**src/core/dac_cmd_params.svh**
```systemverilog
// field positions, bus codes and counts of the serial command word
`ifndef DAC_CMD_PARAMS_SVH
`define DAC_CMD_PARAMS_SVH

`define WORD_W 24
`define RSV_BIT 23
`define SEL_BIT 22
`define SEL_IN_CMD 6
`define OP_MSB 21
`define OP_LSB 19
`define CH_MSB 18
`define CH_LSB 16
`define DATA_MSB 15
`define BYTE_BITS 4'h8
`define HS_CODE_TOP 5'h01
`define BCAST_ADDR 7'h08
`define GCALL_ADDR 7'h00
`define ADDR_TOP_BITS 3'h1
`define CH_ALL 3'h7
`define POS_CMD 2'h0
`define POS_HIGH 2'h1
`define POS_LOW 2'h2

`endif

```
**src/core/dac_cmd_pkg.sv**
```systemverilog
// types shared by the serial command front end
package dac_cmd_pkg;
  typedef enum logic [3:0] {
    ST_IDLE,
    ST_ADDR,
    ST_ADDR_ACK,
    ST_WR_BYTE,
    ST_WR_ACK,
    ST_RD_BYTE,
    ST_RD_ACK,
    ST_SKIP
  } state_t;

  typedef enum logic [2:0] {
    OP_WRITE_INPUT = 3'h0,
    OP_UPDATE_OUTPUT = 3'h1,
    OP_WRITE_UPDATE_ALL = 3'h2,
    OP_WRITE_UPDATE = 3'h3,
    OP_POWER = 3'h4,
    OP_RESET = 3'h5,
    OP_LOAD_MASK = 3'h6,
    OP_REF_SETUP = 3'h7
  } opcode_t;
endpackage

```
**src/core/quad_dac_i2c_command_decoder.sv**
```systemverilog
// two-wire target front end: address, high speed mode, command word assembly
`timescale 1ns/100ps
`include "dac_cmd_params.svh"

module quad_dac_i2c_command_decoder import dac_cmd_pkg::*; #(
  parameter int DAC_BITS = 16
) (
  input wire logic sys_clk_in,
  input wire logic rst_in,
  input wire logic scl_in,
  input wire logic sda_in,
  output logic sda_out,
  output logic sda_oe_out,
  input wire logic [3:0] addr_strap_in,
  input wire logic clear_input_n_in,
  output logic hs_mode_out,
  output logic cmd_valid_out,
  output logic [2:0] opcode_out,
  output logic [3:0] channel_mask_out,
  output logic [15:0] code_out,
  output logic [3:0] load_input_mask_out,
  output logic [3:0] update_output_mask_out,
  output logic power_ctrl_out,
  output logic soft_reset_out,
  output logic load_mask_setup_out,
  output logic ref_setup_out
);
  logic scl_rise;
  logic scl_fall;
  logic start_det;
  logic stop_det;
  state_t state_q;
  logic [3:0] cnt_q;
  logic [7:0] sh_q;
  logic sda_oe_q;
  logic hs_q;
  logic rw_q;
  logic [6:0] own_addr_q;
  logic [1:0] pos_q;
  logic [7:0] cmd_q;
  logic [7:0] hi_q;
  logic word_fire_q;
  logic [23:0] word_q;
  logic [15:0] last_q;
  logic [7:0] out_q;
  logic rd_idx_q;
  logic mack_q;
  logic byte_done;
  logic hs_code;
  logic addr_ok;

  // ----------------------------------------
  // bus line events
  // ----------------------------------------
  i2c_line_monitor u_mon (
    .sys_clk_in(sys_clk_in),
    .rst_in(rst_in),
    .scl_in(scl_in),
    .sda_in(sda_in),
    .scl_rise_out(scl_rise),
    .scl_fall_out(scl_fall),
    .start_out(start_det),
    .stop_out(stop_det)
  );

  function automatic logic addr_accept(input logic [7:0] b, input logic [6:0] own);
    // general call and ten-bit headers never match own address
    addr_accept = (b[7:1] == own) || (b[7:1] == `BCAST_ADDR && !b[0]);
  endfunction

  always_comb begin
    byte_done = scl_fall && cnt_q == `BYTE_BITS;
    hs_code = sh_q[7:3] == `HS_CODE_TOP;
    addr_ok = !hs_code && addr_accept(sh_q, own_addr_q);
  end

  // straps sampled while reset is held
  always_ff @(posedge sys_clk_in) begin
    if (rst_in) begin
      own_addr_q <= {`ADDR_TOP_BITS, addr_strap_in};
    end
  end

  // ----------------------------------------
  // bit counting and shifting
  // ----------------------------------------
  always_ff @(posedge sys_clk_in) begin
    if (rst_in || start_det || stop_det) begin
      cnt_q <= 4'h0;
    end else if (byte_done) begin
      cnt_q <= 4'h0;
    end else if (scl_rise && state_q inside {ST_ADDR, ST_WR_BYTE, ST_RD_BYTE}) begin
      cnt_q <= cnt_q + 4'h1;
    end
  end

  always_ff @(posedge sys_clk_in) begin
    if (rst_in) begin
      sh_q <= 8'h00;
    end else if (scl_rise) begin
      sh_q <= {sh_q[6:0], sda_in};
    end
  end

  // ----------------------------------------
  // transfer state
  // ----------------------------------------
  always_ff @(posedge sys_clk_in) begin
    if (rst_in || stop_det) begin
      state_q <= ST_IDLE;
    end else if (start_det) begin
      state_q <= ST_ADDR;
    end else begin
      unique case (state_q)
        ST_IDLE, ST_SKIP: begin
        end
        ST_ADDR: begin
          if (byte_done) begin
            state_q <= addr_ok ? ST_ADDR_ACK : ST_SKIP;
          end
        end
        ST_ADDR_ACK: begin
          if (scl_fall) begin
            state_q <= rw_q ? ST_RD_BYTE : ST_WR_BYTE;
          end
        end
        ST_WR_BYTE: begin
          if (byte_done) begin
            state_q <= ST_WR_ACK;
          end
        end
        ST_WR_ACK: begin
          if (scl_fall) begin
            state_q <= ST_WR_BYTE;
          end
        end
        ST_RD_BYTE: begin
          if (byte_done) begin
            state_q <= ST_RD_ACK;
          end
        end
        ST_RD_ACK: begin
          if (scl_fall) begin
            state_q <= (mack_q && !rd_idx_q) ? ST_RD_BYTE : ST_SKIP;
          end
        end
      endcase
    end
  end

  always_ff @(posedge sys_clk_in) begin
    if (rst_in) begin
      rw_q <= 1'b0;
    end else if (state_q == ST_ADDR && byte_done) begin
      rw_q <= sh_q[0];
    end
  end

  // ----------------------------------------
  // high speed mode
  // ----------------------------------------
  always_ff @(posedge sys_clk_in) begin
    if (rst_in) begin
      hs_q <= 1'b0;
    end else if (state_q == ST_ADDR && byte_done && hs_code) begin
      hs_q <= 1'b1;
    end else if (stop_det) begin
      hs_q <= 1'b0;
    end else if (!clear_input_n_in) begin
      hs_q <= 1'b0;
    end
  end

  // ----------------------------------------
  // data line drive
  // ----------------------------------------
  always_ff @(posedge sys_clk_in) begin
    if (rst_in || start_det || stop_det) begin
      sda_oe_q <= 1'b0;
      out_q <= 8'h00;
      rd_idx_q <= 1'b0;
    end else begin
      unique case (state_q)
        ST_ADDR: begin
          if (byte_done) begin
            sda_oe_q <= addr_ok;
          end
        end
        ST_ADDR_ACK: begin
          if (scl_fall) begin
            sda_oe_q <= rw_q && !last_q[15];
            out_q <= last_q[15:8];
            rd_idx_q <= 1'b0;
          end
        end
        ST_WR_BYTE: begin
          if (byte_done) begin
            sda_oe_q <= 1'b1;
          end
        end
        ST_WR_ACK: begin
          if (scl_fall) begin
            sda_oe_q <= 1'b0;
          end
        end
        ST_RD_BYTE: begin
          if (byte_done) begin
            sda_oe_q <= 1'b0;
          end else if (scl_fall) begin
            sda_oe_q <= !out_q[6];
            out_q <= {out_q[6:0], 1'b0};
          end
        end
        ST_RD_ACK: begin
          if (scl_fall && mack_q && !rd_idx_q) begin
            sda_oe_q <= !last_q[7];
            out_q <= last_q[7:0];
            rd_idx_q <= 1'b1;
          end
        end
        default: begin
          sda_oe_q <= 1'b0;
        end
      endcase
    end
  end

  always_ff @(posedge sys_clk_in) begin
    if (rst_in) begin
      mack_q <= 1'b0;
    end else if (state_q == ST_RD_ACK && scl_rise) begin
      mack_q <= !sda_in;
    end
  end

  // ----------------------------------------
  // command word assembly
  // ----------------------------------------
  always_ff @(posedge sys_clk_in) begin
    if (rst_in) begin
      pos_q <= `POS_CMD;
      cmd_q <= 8'h00;
      hi_q <= 8'h00;
      word_q <= 24'h00_0000;
      word_fire_q <= 1'b0;
      last_q <= 16'h0000;
    end else begin
      word_fire_q <= 1'b0;
      if (state_q == ST_ADDR && byte_done) begin
        pos_q <= `POS_CMD;
      end else if (state_q == ST_WR_BYTE && byte_done) begin
        unique case (pos_q)
          `POS_CMD: begin
            cmd_q <= sh_q;
            pos_q <= `POS_HIGH;
          end
          `POS_HIGH: begin
            hi_q <= sh_q;
            pos_q <= `POS_LOW;
          end
          default: begin
            word_q <= {cmd_q, hi_q, sh_q};
            word_fire_q <= 1'b1;
            last_q <= {hi_q, sh_q};
            // select bit keeps the command for following pairs
            pos_q <= cmd_q[`SEL_IN_CMD] ? `POS_HIGH : `POS_CMD;
          end
        endcase
      end
    end
  end

  cmd_word_decoder #(.DAC_BITS(DAC_BITS)) u_dec (
    .sys_clk_in(sys_clk_in),
    .rst_in(rst_in),
    .word_valid_in(word_fire_q),
    .word_in(word_q),
    .cmd_valid_out(cmd_valid_out),
    .opcode_out(opcode_out),
    .channel_mask_out(channel_mask_out),
    .code_out(code_out),
    .load_input_mask_out(load_input_mask_out),
    .update_output_mask_out(update_output_mask_out),
    .power_ctrl_out(power_ctrl_out),
    .soft_reset_out(soft_reset_out),
    .load_mask_setup_out(load_mask_setup_out),
    .ref_setup_out(ref_setup_out)
  );

  assign sda_out = 1'b0;
  assign sda_oe_out = sda_oe_q;
  assign hs_mode_out = hs_q;
endmodule

```
**src/core/i2c_line_monitor.sv**
```systemverilog
// edge and start/stop detection on the two-wire bus lines
`timescale 1ns/100ps
module i2c_line_monitor (
  input wire logic sys_clk_in,
  input wire logic rst_in,
  input wire logic scl_in,
  input wire logic sda_in,
  output logic scl_rise_out,
  output logic scl_fall_out,
  output logic start_out,
  output logic stop_out
);
  logic scl_q;
  logic sda_q;

  always_ff @(posedge sys_clk_in) begin
    if (rst_in) begin
      scl_q <= 1'b1;
      sda_q <= 1'b1;
    end else begin
      scl_q <= scl_in;
      sda_q <= sda_in;
    end
  end

  assign scl_rise_out = scl_in && !scl_q;
  assign scl_fall_out = !scl_in && scl_q;
  // data edges while clock stays high
  assign start_out = scl_in && scl_q && sda_q && !sda_in;
  assign stop_out = scl_in && scl_q && !sda_q && sda_in;
endmodule

```
**src/core/cmd_word_decoder.sv**
```systemverilog
// decode of a complete 24-bit command word into channel actions
`timescale 1ns/100ps
`include "dac_cmd_params.svh"
module cmd_word_decoder import dac_cmd_pkg::*; #(
  parameter int DAC_BITS = 16
) (
  input wire logic sys_clk_in,
  input wire logic rst_in,
  input wire logic word_valid_in,
  input wire logic [23:0] word_in,
  output logic cmd_valid_out,
  output logic [2:0] opcode_out,
  output logic [3:0] channel_mask_out,
  output logic [15:0] code_out,
  output logic [3:0] load_input_mask_out,
  output logic [3:0] update_output_mask_out,
  output logic power_ctrl_out,
  output logic soft_reset_out,
  output logic load_mask_setup_out,
  output logic ref_setup_out
);
  if (DAC_BITS != 16 && DAC_BITS != 14 && DAC_BITS != 12) begin : g_bad_bits
    $error("DAC_BITS must be 12, 14 or 16");
  end

  localparam logic [15:0] CODE_MASK = 16'(32'hFFFF << (16 - DAC_BITS));

  function automatic logic [3:0] chan_mask(input logic [2:0] ch);
    unique case (ch)
      3'h0: chan_mask = 4'h1;
      3'h1: chan_mask = 4'h2;
      3'h2: chan_mask = 4'h4;
      3'h3: chan_mask = 4'h8;
      `CH_ALL: chan_mask = 4'hF;
      default: chan_mask = 4'h0;
    endcase
  endfunction

  opcode_t op;
  logic [3:0] msk;
  logic data_op;
  logic accept;

  always_comb begin
    // reserved top bit is not looked at
    op = opcode_t'(word_in[`OP_MSB:`OP_LSB]);
    msk = chan_mask(word_in[`CH_MSB:`CH_LSB]);
    data_op = !word_in[`OP_MSB];
    accept = word_valid_in && (!data_op || msk != 4'h0);
  end

  always_ff @(posedge sys_clk_in) begin
    if (rst_in) begin
      cmd_valid_out <= 1'b0;
      opcode_out <= 3'h0;
      channel_mask_out <= 4'h0;
      code_out <= 16'h0000;
      load_input_mask_out <= 4'h0;
      update_output_mask_out <= 4'h0;
      power_ctrl_out <= 1'b0;
      soft_reset_out <= 1'b0;
      load_mask_setup_out <= 1'b0;
      ref_setup_out <= 1'b0;
    end else begin
      cmd_valid_out <= accept;
      load_input_mask_out <= 4'h0;
      update_output_mask_out <= 4'h0;
      power_ctrl_out <= accept && op == OP_POWER;
      soft_reset_out <= accept && op == OP_RESET;
      load_mask_setup_out <= accept && op == OP_LOAD_MASK;
      ref_setup_out <= accept && op == OP_REF_SETUP;
      if (accept) begin
        opcode_out <= op;
        channel_mask_out <= msk;
        // left-justified code, unused low bits dropped
        code_out <= data_op ? (word_in[`DATA_MSB:0] & CODE_MASK)
                            : word_in[`DATA_MSB:0];
        unique case (op)
          OP_WRITE_INPUT: load_input_mask_out <= msk;
          OP_UPDATE_OUTPUT: update_output_mask_out <= msk;
          OP_WRITE_UPDATE_ALL: begin
            load_input_mask_out <= msk;
            update_output_mask_out <= 4'hF;
          end
          OP_WRITE_UPDATE: begin
            load_input_mask_out <= msk;
            update_output_mask_out <= msk;
          end
          default: begin
          end
        endcase
      end
    end
  end
endmodule

```
**config.mk**
```make
export PLATFORM = sky130hd
export DESIGN_NAME = quad_dac_i2c_command_decoder
export DESIGN_NICKNAME = d
export VERILOG_FILES = /design/src/core/dac_cmd_pkg.sv /design/src/core/quad_dac_i2c_command_decoder.sv /design/src/core/i2c_line_monitor.sv /design/src/core/cmd_word_decoder.sv
export VERILOG_INCLUDE_DIRS = /design/src /design/src/core
export SDC_FILE = /design/constraint.sdc
export NUM_CORES = 1
export LEC_CHECK = 0
export ABC_AREA = 0
export BUFFER_PORTS_ARGS = -buffer_cell sky130_fd_sc_hd__buf_2
export CORE_MARGIN = 1.5
export CORE_UTILIZATION = 45
export DETAILED_ROUTE_END_ITERATION = 10
export PLACE_DENSITY = 0.66
export SLEW_MARGIN = 20
export SYNTH_ARGS = -nofsm -noshare
export SYNTH_HDL_FRONTEND = slang
export SYNTH_SLANG_ARGS = --single-unit
```
**constraint.sdc**
```tcl
create_clock -name sys_clk_in -period 4.4 [get_ports sys_clk_in]
set_clock_uncertainty 0.05 [all_clocks]
set_input_delay 0.66 -clock sys_clk_in [delete_from_list [all_inputs] [get_ports sys_clk_in]]
set_output_delay 0.66 -clock sys_clk_in [all_outputs]
set_load 0.005 [all_outputs]
```
==> results_dict.tcl <==
set metrics [dict create \
    maxCapViolCount 0 \
    portBuffers 46 \
    crit_path_start_kind "flop" \
    crit_required_ns 4.59 \
    startpoint "state_q[1]" \
    netlist_instances 535 \
    cp_top_family "flip-flops" \
    finalSetupViolCount 0 \
    crit_chain "clkinv_1 > nor4b_4 > mux2i_1 > nor2_1" \
    hpwlAfterDp_um 6630 \
    irDropWorstVdd_mv 0.219 \
    yosysUniqueCellTypes 59 \
    multiInputGateArea_um2 2050 \
    leakage_nw 1.79 \
    rows 36 \
    finalHoldViolCount 0 \
    die_area_um2 10700 \
    drive_gt1_share_pct 13.3 \
    synthToLayoutAreaGrowth_pct 8.69 \
    initial_core_util_pct 46.3 \
    p_total_mw 1.68 \
    seqCellArea_um2 2220 \
    syn_area_per_cell_um2 8.45 \
    yosysWarningCount 0 \
    synth_nets 546 \
    htreeDepth 3 \
    synth_edf_count 4 \
    fmax_mhz 384 \
    synth_top_cells_by_area "dfxtp_1 (46%), nand2_1 (9.3%), a21oi_1 (7.7%), mux2i_1 (4.2%), nor2_1 (3.9%)" \
    drt-pass1-iter-count 4 \
    nFillCells 971 \
    ys.flop_type "dfxtp_1" \
    postRouteAntennaNets 0 \
    r2r-start "state_q[1]" \
    drt_iter0_drc 173 \
    max_stage_delay_ns 0.87 \
    drt-met1-wl_um 4810 \
    clk_pin_slew_ns 0.11 \
    path_max_fanout 26 \
    ioPinCount 48 \
    tightest_slew_ns 0.961 \
    wire_per_inst_um 13.9 \
    end_kind "flop" \
    place_congestion 0.822 \
    fin_nets 561 \
    grt_pass1_vias 3309 \
    root_buffer "clkbuf_8" \
    grt.total_usage_pct 19.4 \
    grt.overflow.total 0 \
    crit_type "flop to flop" \
    cp.arrival_ns 2.79 \
    rsz0062_at_grt "no" \
    synthTopCellsByCount "nand2_1 (112), dfxtp_1 (105), a21oi_1 (70)" \
    die_y_um 103 \
    synth_area_um2 4520 \
    cts_resized 0 \
    p_per_area_nw_per_um2 342 \
    ys_ff_latch 109 \
    grt_pass1_wl_um 16200 \
    setup_tns_ns 0 \
    min_from "addr_strap_in[0]" \
    slew_headroom_pct 35.9 \
    wl_met3_um 364 \
    cts_max_path_buffers 2 \
    hold_buffers 0 \
    route.met2.wl_um 4330 \
    drt-total-wl_um 9590 \
    synthArstFlopShare_pct 0 \
    vias 3614 \
    antenna_cells 0 \
    grt_max_degree 56 \
    die-width_um 103 \
    via_per_inst 5.25 \
    highest_layer "met4" \
    yosysMostFrequentCell "nand2_1" \
    status "complete, no violations" \
    min_period_ns 2.60 \
    cts_setup_buffers 0 \
    antenna_found_initial 0 \
    crit_path_top_delay_cell "dfxtp_1" \
    cts_made_buffers 9 \
    cp_num_buf_inv 1 \
    clock_sinks 109 \
    clk-insertion-delay-late_ns 0.37 \
    synth_top_area_share_pct 46.5 \
    cts_tree "yes" \
    drc 0 \
    fp.coreArea_um2 9770 \
    hold_class "input port to flop" \
    finalCritPeriodShare_pct 59.2 \
    final_max_slew_viol_count 0 \
    synth_top_cell_by_area "dfxtp_1" \
    yosysSeqAreaShare_pct 49.1 \
]
==> metal layers <==
metal / vias up / track usage, %
li1: 1851 / -
met1: 1684 / 26.8
met2: 73 / 30.6
met3: 6 / 4.97
met4: 0 / 4.68
met5: - / 0
==> worst register-to-register path, delay by kind of cell (launching register included) <==
kind / cells / cell delay (ns)
muxes: 1 / 0.26
and+or+nand+nor: 2 / 0.76
DFF: 1 / 0.87
buffers and inverters: 1 / 0.52
==> final timing paths <==
kind	endpoint	slack, ns	cells past startpoint
worst min-delay path	own_addr_q[0]	0.41	1
worst min register to register	u_dec.code_out[7]	0.41	2
worst max-delay path	cmd_q[0]	1.80	4
worst max register to register	cmd_q[0]	1.80	4
==> layout make-up <==
class / count / area share (%)
clock buffers: 10 / 2.80
clock inverters: 6 / 1.27
inverters: 7 / 0.586
multi-input cells: 375 / 41.8
flip-flops and latches: 109 / 45.2
well taps: 133 / 3.39
repair buffers: 48 / 4.99
==> power by group <==
| group | internal, mW | switching (mW) |
|---|---|---|
| combinational | 0.0250 | 0.0477 |
| sequential | 0.999 | 0.0117 |
| clock | 0.238 | 0.359 |
==> layout by cell type (no fill, tap or decap), drive strengths merged, types with 11 or more instances in the layout <==
cell type and instances:
a21oi 70, buf 48, dfxtp 105, mux2i 19
nand2 113, nor2 47, nor3 11, o21ai 13
o22ai 13
==> state kept, by name, indices dropped and copies added, names as in the netlist, 2 cells and up <==
name,flops
u_dec.load_input_mask_out,4
pos_q,2
u_dec.update_output_mask_out,4
u_dec.opcode_out,3
hi_q,8
cmd_q,7
u_dec.code_out,16
word_q,22
cnt_q,4
u_dec.channel_mask_out,4
own_addr_q,4
state_q,3
out_q,7
sh_q,8
==> through the flow <==
step / hold WS [ns] / setup slack [ns] / cells / area, µm² / util (%)
2_1_floorplan: 0.386 / 2.43 / 535 / 4520 / -
3_3_place_gp: 0.391 / 1.84 / 672 / 4710 / 48.2
3_5_place_dp: 0.396 / 1.79 / 672 / 4710 / 48.2
4_1_cts: 0.391 / 1.81 / 688 / 4910 / 50.3
5_1_grt: 0.391 / 1.54 / 688 / 4910 / 50.3
6_report: 0.410 / 1.80 / 688 / 4910 / 50.3
==> kinds of logic (layout without fill, tap and decap cells) <==
kind of cell / after synthesis / in the layout / synth area share, %
xor+xnor: 10 / 10 / 1.94
compound gates: 126 / 126 / 16.7
mux: 19 / 19 / 4.21
buf+inv: 51 / 71 / 5.48
fa+ha+maj: 2 / 2 / 0.553
simple gates: 217 / 217 / 21.9
other cells: 1 / 1 / 0.0829
flops: 109 / 109 / 49.1
No activity file was read; power rests on OpenSTA's default activity.
